File: src/design/ppr_pkg.sv
// parallel poll response: shared constants and field layout
// assumes a byte-wide aux mode register write strobe on clk_sys
package pp_pkg;
  // aux mode register layout
  localparam int PP_CODE_HI = 7;
  localparam int PP_CODE_LO = 5;
  localparam int PP_VAL_HI = 4;
  localparam int PP_VAL_LO = 0;
  localparam logic [2:0] PP_CODE_POLL_CFG = 3'h3;
  // configuration field positions
  localparam int PP_BIT_DISABLE = 4;
  localparam int PP_BIT_SENSE = 3;
  localparam int PP_SEL_HI = 2;
  localparam int PP_SEL_LO = 0;
  // reset value: unconfigured, so no response until loaded
  localparam logic [4:0] PP_CFG_RESET = 5'h10;
  localparam int PP_DIO_W = 8;
endpackage

File: src/design/ppr_cfg_if.sv
// carrier for the decoded configuration between store and responder
// assumes one clk_sys domain
`timescale 1ns/1ps
interface pp_cfg_if;
  logic disable_flag;
  logic sense;
  logic [2:0] line_sel;
  modport store (output disable_flag, output sense, output line_sel);
  modport user (input disable_flag, input sense, input line_sel);
endinterface

File: src/design/ppr_cfg_store.sv
// write-only poll configuration store loaded through the aux mode register
// assumes aux_wr is a one-cycle strobe on clk_sys
`timescale 1ns/1ps
module pp_cfg_store
  import pp_pkg::*;
(
  input wire logic clk_sys,
  input wire logic rst,
  input wire logic ce,
  input wire logic aux_wr,
  input wire logic [7:0] aux_data,
  pp_cfg_if.store cfg
);
  logic [4:0] poll_config_reg;
  wire hit = aux_wr && (aux_data[PP_CODE_HI:PP_CODE_LO] == PP_CODE_POLL_CFG);
  wire [4:0] next_cfg = hit ? aux_data[PP_VAL_HI:PP_VAL_LO] : poll_config_reg;

  // held until next write or reset; no read path exists
  always_ff @(posedge clk_sys) begin
    if (rst) begin
      poll_config_reg <= PP_CFG_RESET;
    end else if (ce) begin
      poll_config_reg <= next_cfg;
    end
  end

  assign cfg.disable_flag = poll_config_reg[PP_BIT_DISABLE];
  assign cfg.sense = poll_config_reg[PP_BIT_SENSE];
  assign cfg.line_sel = poll_config_reg[PP_SEL_HI:PP_SEL_LO];

  a_cfg_load_hit: assert property (@(posedge clk_sys) disable iff (rst)
    (ce && hit) |=> poll_config_reg == $past(aux_data[PP_VAL_HI:PP_VAL_LO]))
    else $error("poll config not loaded");
  a_cfg_hold_else: assert property (@(posedge clk_sys) disable iff (rst)
    !(ce && hit) |=> $stable(poll_config_reg))
    else $error("poll config changed without write");
endmodule // pp_cfg_store

File: src/design/ppr_poll_resp.sv
// parallel poll configuration and response for the talker listener core
// assumes poll_active and ist come from core logic on clk_sys
// Summary of operation
// enabled device answers polls per sense, line, status
// disabled device never drives a data line; outside a poll dio_oe still follows data_oe
// host clears sense and line when disabling
// enabling write acts like a received enable message
// sense one: pull line when status is one
// sense zero: pull line when status is zero
// line code is line number minus one
// three-state normally, open-collector during poll response
// all-zero config answers on line one if status zero
// code 011 in upper bits loads config
// no host writes under remote configuration
// host loads valid config before local poll
// config held until rewrite or reset, unreadable
`timescale 1ns/1ps
module pp_poll_resp
  import pp_pkg::*;
(
  input wire logic clk_sys,
  input wire logic rst,
  input wire logic ce,
  input wire logic aux_wr,
  input wire logic [7:0] aux_data,
  input wire logic poll_active,
  input wire logic ist,
  input wire logic data_oe,
  input wire logic [PP_DIO_W-1:0] data_out,
  output logic [PP_DIO_W-1:0] dio_out,
  output logic [PP_DIO_W-1:0] dio_oe,
  output logic poll_responding
);
  // ***************************************
  // configuration store
  // ***************************************
  pp_cfg_if cfg_bus ();
  pp_cfg_store i_pp_cfg_store (
    .clk_sys(clk_sys),
    .rst(rst),
    .ce(ce),
    .aux_wr(aux_wr),
    .aux_data(aux_data),
    .cfg(cfg_bus.store)
  );

  // ***************************************
  // response decode
  // ***************************************
  // status matches sense: xnor covers both phases
  wire cfg_enabled = !cfg_bus.disable_flag;
  wire status_match = ~(cfg_bus.sense ^ ist);
  wire respond = poll_active && cfg_enabled && status_match;
  // decoded again here only so the checks can see the write
  wire cfg_write = aux_wr && (aux_data[PP_CODE_HI:PP_CODE_LO] == PP_CODE_POLL_CFG);
  wire [PP_DIO_W-1:0] line_onehot;
  wire [PP_DIO_W-1:0] next_oe;
  wire [PP_DIO_W-1:0] next_out;
  genvar i;
  generate
    for (i = 0; i < PP_DIO_W; i++) begin : g_line
      assign line_onehot[i] = (cfg_bus.line_sel == 3'(i));
      // open collector: only the enable moves, the value stays low
      assign next_oe[i] = poll_active ? (respond && line_onehot[i]) : data_oe;
      assign next_out[i] = poll_active ? 1'h0 : data_out[i];
    end
  endgenerate

  // ***************************************
  // pin registers
  // ***************************************
  // one-cycle latency after poll or status change
  // reset ignores ce so a frozen core still comes up unconfigured
  always_ff @(posedge clk_sys) begin
    if (rst) begin
      dio_oe <= '0;
      dio_out <= '0;
      poll_responding <= 1'h0;
    end else if (ce) begin
      dio_oe <= next_oe;
      dio_out <= next_out;
      poll_responding <= respond;
    end
  end

  // ***************************************
  // checks: reset and configuration
  // ***************************************
  a_reset_pins_quiet: assert property (@(posedge clk_sys)
    rst
    |=> dio_oe == '0 && dio_out == '0 && !poll_responding)
    else $error("pins not quiet after reset");

  a_reset_cfg_off: assert property (@(posedge clk_sys)
    rst
    |=> {cfg_bus.disable_flag, cfg_bus.sense, cfg_bus.line_sel} == PP_CFG_RESET)
    else $error("config not unconfigured after reset");

  a_cfg_write_load: assert property (@(posedge clk_sys) disable iff (rst)
    (ce && cfg_write)
    |=> {cfg_bus.disable_flag, cfg_bus.sense, cfg_bus.line_sel} == $past(aux_data[PP_VAL_HI:PP_VAL_LO]))
    else $error("config write not applied");

  a_cfg_sense_load: assert property (@(posedge clk_sys) disable iff (rst)
    (ce && cfg_write && !aux_data[PP_BIT_DISABLE])
    |=> cfg_bus.sense == $past(aux_data[PP_BIT_SENSE]) && cfg_bus.line_sel == $past(aux_data[PP_SEL_HI:PP_SEL_LO]))
    else $error("enable write fields lost");

  a_disable_write: assert property (@(posedge clk_sys) disable iff (rst)
    (ce && cfg_write && aux_data[PP_BIT_DISABLE])
    |=> cfg_bus.disable_flag)
    else $error("disabling write ignored");

  a_enable_write_act: assert property (@(posedge clk_sys) disable iff (rst)
    (ce && cfg_write && !aux_data[PP_BIT_DISABLE])
    |=> !cfg_bus.disable_flag)
    else $error("enable write ignored");

  a_other_code_skip: assert property (@(posedge clk_sys) disable iff (rst)
    (aux_wr && !cfg_write)
    |=> $stable(cfg_bus.disable_flag) && $stable(cfg_bus.sense) && $stable(cfg_bus.line_sel))
    else $error("config changed by another code");

  a_cfg_held: assert property (@(posedge clk_sys) disable iff (rst)
    !(ce && cfg_write)
    |=> $stable(cfg_bus.disable_flag) && $stable(cfg_bus.sense) && $stable(cfg_bus.line_sel))
    else $error("config changed without write");

  a_cfg_frozen_ce: assert property (@(posedge clk_sys) disable iff (rst)
    !ce
    |=> $stable(cfg_bus.disable_flag) && $stable(cfg_bus.sense) && $stable(cfg_bus.line_sel))
    else $error("config moved while clock enable low");

  // ***************************************
  // checks: poll response
  // ***************************************
  a_disabled_no_drive: assert property (@(posedge clk_sys) disable iff (rst)
    (ce && poll_active && cfg_bus.disable_flag)
    |=> dio_oe == '0)
    else $error("driven while disabled");

  a_disabled_no_flag: assert property (@(posedge clk_sys) disable iff (rst)
    (ce && poll_active && cfg_bus.disable_flag)
    |=> !poll_responding)
    else $error("responding while disabled");

  a_enabled_takes_part: assert property (@(posedge clk_sys) disable iff (rst)
    (ce && poll_active && cfg_enabled)
    |=> poll_responding == $past(status_match))
    else $error("enabled device not answering");

  a_respond_flag_set: assert property (@(posedge clk_sys) disable iff (rst)
    (ce && respond)
    |=> poll_responding)
    else $error("response flag missing");

  a_in_phase_resp: assert property (@(posedge clk_sys) disable iff (rst)
    (ce && poll_active && cfg_enabled && cfg_bus.sense)
    |=> (dio_oe != '0) == $past(ist))
    else $error("in-phase response wrong");

  a_rev_phase_resp: assert property (@(posedge clk_sys) disable iff (rst)
    (ce && poll_active && cfg_enabled && !cfg_bus.sense)
    |=> (dio_oe != '0) == !$past(ist))
    else $error("reverse-phase response wrong");

  a_resp_line_sel: assert property (@(posedge clk_sys) disable iff (rst)
    (ce && respond)
    |=> dio_oe == (8'h01 << $past(cfg_bus.line_sel)) && dio_out == '0)
    else $error("wrong responding line");

  a_line_code_two: assert property (@(posedge clk_sys) disable iff (rst)
    (ce && respond && cfg_bus.line_sel == 3'h2)
    |=> dio_oe == 8'h04)
    else $error("code two not on line three");

  a_one_line_only: assert property (@(posedge clk_sys) disable iff (rst)
    (ce && poll_active)
    |=> $onehot0(dio_oe))
    else $error("more than one line pulled");

  a_zero_cfg_line1: assert property (@(posedge clk_sys) disable iff (rst)
    (ce && poll_active && !ist && cfg_enabled && !cfg_bus.sense && cfg_bus.line_sel == 3'h0)
    |=> dio_oe == 8'h01)
    else $error("zero config not on line one");

  a_zero_cfg_quiet: assert property (@(posedge clk_sys) disable iff (rst)
    (ce && poll_active && ist && cfg_enabled && !cfg_bus.sense && cfg_bus.line_sel == 3'h0)
    |=> dio_oe == '0)
    else $error("zero config answers on status one");

  a_open_collector: assert property (@(posedge clk_sys) disable iff (rst)
    (ce && poll_active)
    |=> dio_out == '0)
    else $error("poll drives high");

  a_flag_follows_oe: assert property (@(posedge clk_sys) disable iff (rst)
    (ce && poll_active)
    |=> poll_responding == (dio_oe != '0))
    else $error("response flag and enable disagree");

  // ***************************************
  // checks: normal drive and clock enable
  // ***************************************
  a_idle_three_state: assert property (@(posedge clk_sys) disable iff (rst)
    (ce && !poll_active)
    |=> dio_oe == ($past(data_oe) ? '1 : '0))
    else $error("normal drive enable wrong");

  a_idle_data_out: assert property (@(posedge clk_sys) disable iff (rst)
    (ce && !poll_active)
    |=> dio_out == $past(data_out))
    else $error("normal data byte wrong");

  a_idle_no_flag: assert property (@(posedge clk_sys) disable iff (rst)
    (ce && !poll_active)
    |=> !poll_responding)
    else $error("responding outside a poll");

  a_pins_frozen_ce: assert property (@(posedge clk_sys) disable iff (rst)
    !ce
    |=> $stable(dio_oe) && $stable(dio_out) && $stable(poll_responding))
    else $error("pins moved while clock enable low");
endmodule // pp_poll_resp

File: config.mk
export PLATFORM = sky130hd
export DESIGN_NAME = pp_poll_resp
export DESIGN_NICKNAME = d
export VERILOG_FILES = /design/src/design/ppr_pkg.sv /design/src/design/ppr_cfg_if.sv /design/src/design/ppr_cfg_store.sv /design/src/design/ppr_poll_resp.sv
export SDC_FILE = /design/constraint.sdc
export NUM_CORES = 1
export LEC_CHECK = 0
export ABC_CLOCK_PERIOD_IN_PS = 1500
export BUFFER_PORTS_ARGS = -buffer_cell sky130_fd_sc_hd__buf_2
export CORE_MARGIN = 2
export CORE_UTILIZATION = 48
export CTS_CLUSTER_DIAMETER = 120
export DETAILED_ROUTE_END_ITERATION = 12
export PLACE_DENSITY_LB_ADDON = 0.25
export SETUP_SLACK_MARGIN = 0.4
export SYNTH_ARGS = -nofsm -noshare
export SYNTH_HDL_FRONTEND = slang
export SYNTH_SLANG_ARGS = --single-unit
File: constraint.sdc
create_clock -name clk_sys -period 1.5 [get_ports clk_sys]
set_input_delay 0 -clock clk_sys [delete_from_list [all_inputs] [get_ports clk_sys]]
set_output_delay 0 -clock clk_sys [all_outputs]
set_load 0.03 [all_outputs]
## Word level (Yosys, flattened, before mapping)

Cells that the tools add are included.

| word-level totals | value |
|---|---|
| register bits after elaboration | 22 |
| bits of input ports | 23 |
| output and inout port bits | 17 |
| word-level logic and storage cells | 44 |

| cells by class | value |
|---|---|
| equality and inequality tests | 8 |
| muxes and demuxes | 16 |
| bitwise logic cells | 2 |
| reduce and logical (&&, ||, !) cells | 14 |

Operators with widths:

| kind | count |
|---|---|
| 1-bit 2-to-1 mux | 16 |
| 3-bit == test, second input constant | 4 |
| 1-bit logical AND | 11 |
| 3-bit by 2-bit == test with 1-bit output, second input constant | 3 |
| 3-bit by 1-bit == test with 1-bit output, second input constant | 1 |
| 3-bit logical NOT | 1 |
| 2-bit AND reduction | 1 |
| 1-bit logical NOT | 1 |
| 1-bit NOT | 1 |
| 1-bit XOR | 1 |

## Depth between registers and ports, before layout

| logic depth | value |
|---|---|
| depth in word-level cells | 5 |
| depth in mapped cells | 4 |
| depth with buffers taken out | 3 |

## Hierarchy

Synthesis repeated with hierarchy kept, for this count alone.

| second synthesis, totals | value |
|---|---|
| cells, all modules | 92 |
| area total of the unflattened synthesis | 877.1 µm² |

Modules (own cells, without submodules):

| module | instances | cells each | area an instance (µm²) | sequential area each (µm²) |
|---|---|---|---|---|
| pp_poll_resp | 1 | 69 | 641.9 | 340.3 |
| pp_cfg_store | 1 | 23 | 235.2 | 100.1 |

## Least setup slack after synthesis

No wires, ideal clock.

| timing | value |
|---|---|
| kind | register to register |
| start point | reg i_pp_cfg_store.poll_config_reg[3] |
| end point | reg dio_oe[1] |
| setup time | 0.075 ns |
| arrival | 0.844 ns |
| required time | 1.425 ns |
| slack | 0.581 ns |
| cell stages (with the launch flop) | 4 |
| path buffers | 0 |
| period minus slack after synthesis | 0.919 ns |
| cells stage by stage | dfxtp_1 -> xnor2_2 -> nand4_1 -> o22ai_1 |

| between the ends | value |
|---|---|
| cells in the longest elaborated chain, start to end | 5 |

Ends and longest elaborated chain:

| element | line | text |
|---|---|---|
| start, declared | ppr_cfg_store.sv:14 | `logic [4:0] poll_config_reg;` |
| start signal, assigned | ppr_cfg_store.sv:23 | `poll_config_reg <= next_cfg;` |
| 1-bit XOR | ppr_poll_resp.sv:52 | `wire status_match = ~(cfg_bus.sense ^ ist);` |
| 1-bit NOT | ppr_poll_resp.sv:52 |  |
| 1-bit logical AND | ppr_poll_resp.sv:53 | `wire respond = poll_active && cfg_enabled && status_match;` |
| 1-bit logical AND | ppr_poll_resp.sv:64 | `assign next_oe[i] = poll_active ? (respond && line_onehot[i]) : data_oe;` |
| 1-bit 2-to-1 mux | ppr_poll_resp.sv:64 |  |
| end signal, assigned | ppr_poll_resp.sv:80 | `dio_oe <= next_oe;` |
| end, declared | ppr_poll_resp.sv:31 | `output logic [PP_DIO_W-1:0] dio_oe,` |

Every way passes these cells.
A chain may end at the register's enable or synchronous reset.

## Worst setup path in the final report

| timing | value |
|---|---|
| start point | reg i_pp_cfg_store.poll_config_reg[4] |
| end point | reg dio_oe[7] |

| between the ends | value |
|---|---|
| cells in the longest elaborated chain, start to end | 5 |

Ends and longest elaborated chain:

| element | line | text |
|---|---|---|
| 1-bit logical NOT | ppr_poll_resp.sv:51 | `wire cfg_enabled = !cfg_bus.disable_flag;` |
| 1-bit logical AND (2 in series) | ppr_poll_resp.sv:53 |  |
| 1-bit logical AND | ppr_poll_resp.sv:64 |  |
| 1-bit 2-to-1 mux | ppr_poll_resp.sv:64 |  |

Every way passes these cells.

==> flow_summary.ini <==
[outcome]
status = complete, no violations

[drt]
drt-total-wl_um = 2140
via_count = 866
routedWlPerCell_um = 12.7
drtAntennaViolNets = 0
drtIter0Drc = 7
dr.pass1.iters = 4
vias_per_cell = 5.15
drc = 0

[clock_tree]
clockBufferDepth = 2
clkLatencyLatePin_ns = 0.31
clkTransAtPathRegs_ns = 0.12
h-tree-depth = 1
cts_buffers = 3
cts-root-buf = clkbuf_4
cts_tree = built
clock_sinks = 22

[placement]
routabilityCongestion = 0.733
dp_hpwl_um = 1380
io_buffers = 39

[timing]
hold_viol = 0
finalSetupViolCount = 0
rsz0062_at_grt = yes
finalCritPeriodShare_pct = 70.9
max_freq_ghz = 0.940
finalMaxSlewViolations = 0
finClkSkew_ns = 0.00478
relSlewSlack_pct = 70.7
worst_pin_slew_ns = 0.439
period_minus_slack_ns = 1.06
finalSetupTns_ns = 0

[grt]
grt_antenna_before_repair = 0
grt_max_degree = 31
grt_overflow = 0
grt_pass1_vias = 756
grt_pass1_wl_um = 3150
grt.total_usage_pct = 20.6

[floorplan]
ios = 40
die_w_um = 47.1
rows = 15
die-height_um = 47.1
coreArea_sq_um = 1750
dieArea_sq_um = 2220
start_util_pct = 51.0

[critical_path]
critPathKind = register to register
crit_arrival_ns = 1.30
startpoint_type = register
crit_path_end_kind = register
worstPathRequired_ns = 1.74
critPathMaxFanout = 4
crit_path_start = i_pp_cfg_store.poll_config_reg[4]
rr_startpoint = i_pp_cfg_store.poll_config_reg[4]

[cells_and_area]
drive_gt1_share_pct = 35.7
syn_to_final_growth_pct = 41.6
final.fill_count = 158
finish.net_count = 167
insertedDiodeCount = 0

[synth]
yosys_warnings = 0
syn_nets = 114
syn_area_sq_um = 891
yosysUniqueCellTypes = 23
ys_ff_latch = 22
synthCells = 91
synth-seq-area-share_pct = 49.4
syn_avg_cell_area_sq_um = 9.79

[min_path]
hold_class = input pin to register
min_from = ce

[run]
drv_cap = 0

[power]
pwr_density_cell_nw_per_um2 = 885
leakage_nw = 0.567
power.total_mw = 1.12
peakVddDrop_mv = 0.548
## cells in the mapped netlist
cell type | n | area (sq um)
dfxtp_1 | 22 | 440
nor2_1 | 11 | 41.3
a21oi_1 | 9 | 45.0
nand2b_1 | 8 | 50.1
o22ai_1 | 8 | 50.1
a22oi_1 | 7 | 52.6
mux2i_1 | 5 | 50.1
buf_2 | 4 | 20.0
nand2_1 | 2 | 7.51
nand3b_1 | 2 | 15.0
a32oi_1 | 1 | 8.76
and2b_1 | 1 | 7.51
and2b_2 | 1 | 8.76
and3b_1 | 1 | 8.76
buf_6 | 1 | 11.3
inv_2 | 1 | 3.75
nand4_1 | 1 | 6.26
nand4b_1 | 1 | 8.76
nand4b_2 | 1 | 15.0
nor2_4 | 1 | 11.3
or2_2 | 1 | 6.26
or3_1 | 1 | 6.26
xnor2_2 | 1 | 16.3
## cells by family (layout without fill, tap and decap cells)
family	after synthesis	after routing	synth area share, %
simple gates	32	32	21.6
compound gates	25	25	17.6
buf+inv	6	58	3.93
flops	22	22	49.4
mux	5	5	5.62
xor+xnor	1	1	1.83
## worst max-delay path, stage by stage, from the launching register on
cell     delay (ns)
dfxtp_1        0.33
and2b_2        0.24
nand4_1        0.19
o22ai_1        0.23
## cell type report
type / count / area, sq um / share of cell area (%)
clock buffers: 4 / 36.3 / 2.88
inverters: 1 / 3.75 / 0.298
multi-input cells: 63 / 415 / 32.9
flip-flops and latches: 22 / 442 / 35.0
well taps: 25 / 31.3 / 2.48
repair buffers: 53 / 333 / 26.4
## cell usage in the layout, fill, tap and decap left out, drive strengths merged, types with 2 or more instances in the layout
master and instances:
nand4b 2, nand2b 8, dfxtp 22, dlygate4sd3 13, buf 40, a21oi 9, o22ai 8, clkbuf 4
nand3b 2, and2b 2, nand2 2, nor2 12, a22oi 7, mux2i 5
## layer usage
metal  global-route usage, %  part of all wire (%)  up-vias
li1                        -                     -      428
met3                    5.00                   4.0        5
met5                       0                     0        -
met4                    10.0                   1.7        0
met2                    36.2                    51       20
met1                    23.3                    43      413
## where the power goes
part / switching, mW / leakage (nW) / internal (mW)
clock: 0.178 / 0.0210 / 0.148
combinational: 0.0964 / 0.367 / 0.0832
sequential: 0.00857 / 0.180 / 0.602
## worst paths after layout
check,end,slack (ns),cells past startpoint
hold reg to reg,dio_out[0],0.47,2
setup reg to reg,dio_oe[7],0.44,3
hold / removal,dio_out[0],0.02,3
setup / recovery,dio_oe[7],0.44,3
## metrics by stage
step	std cells	instance area, sq um	worst slack, ns	util, %	hold WS [ns]
floorplan	91	891	0.581	-	0.144
global placement	150	1090	0.527	62.2	0.229
detailed placement	150	1090	0.460	62.2	0.241
CTS	167	1250	0.409	71.8	0.0132
global route	168	1260	0.378	72.3	0.0115
finish	168	1260	0.436	72.3	0.0226
## repair_timing
action | CTS | global route
setup endpoints to repair | 0 | 5
resized for setup | 0 | 1
endpoints found under the hold margin | 13 | 0
setup buffers | 0 | 1
hold buffers | 13 | 0
(Power assumes the default switching activity.)
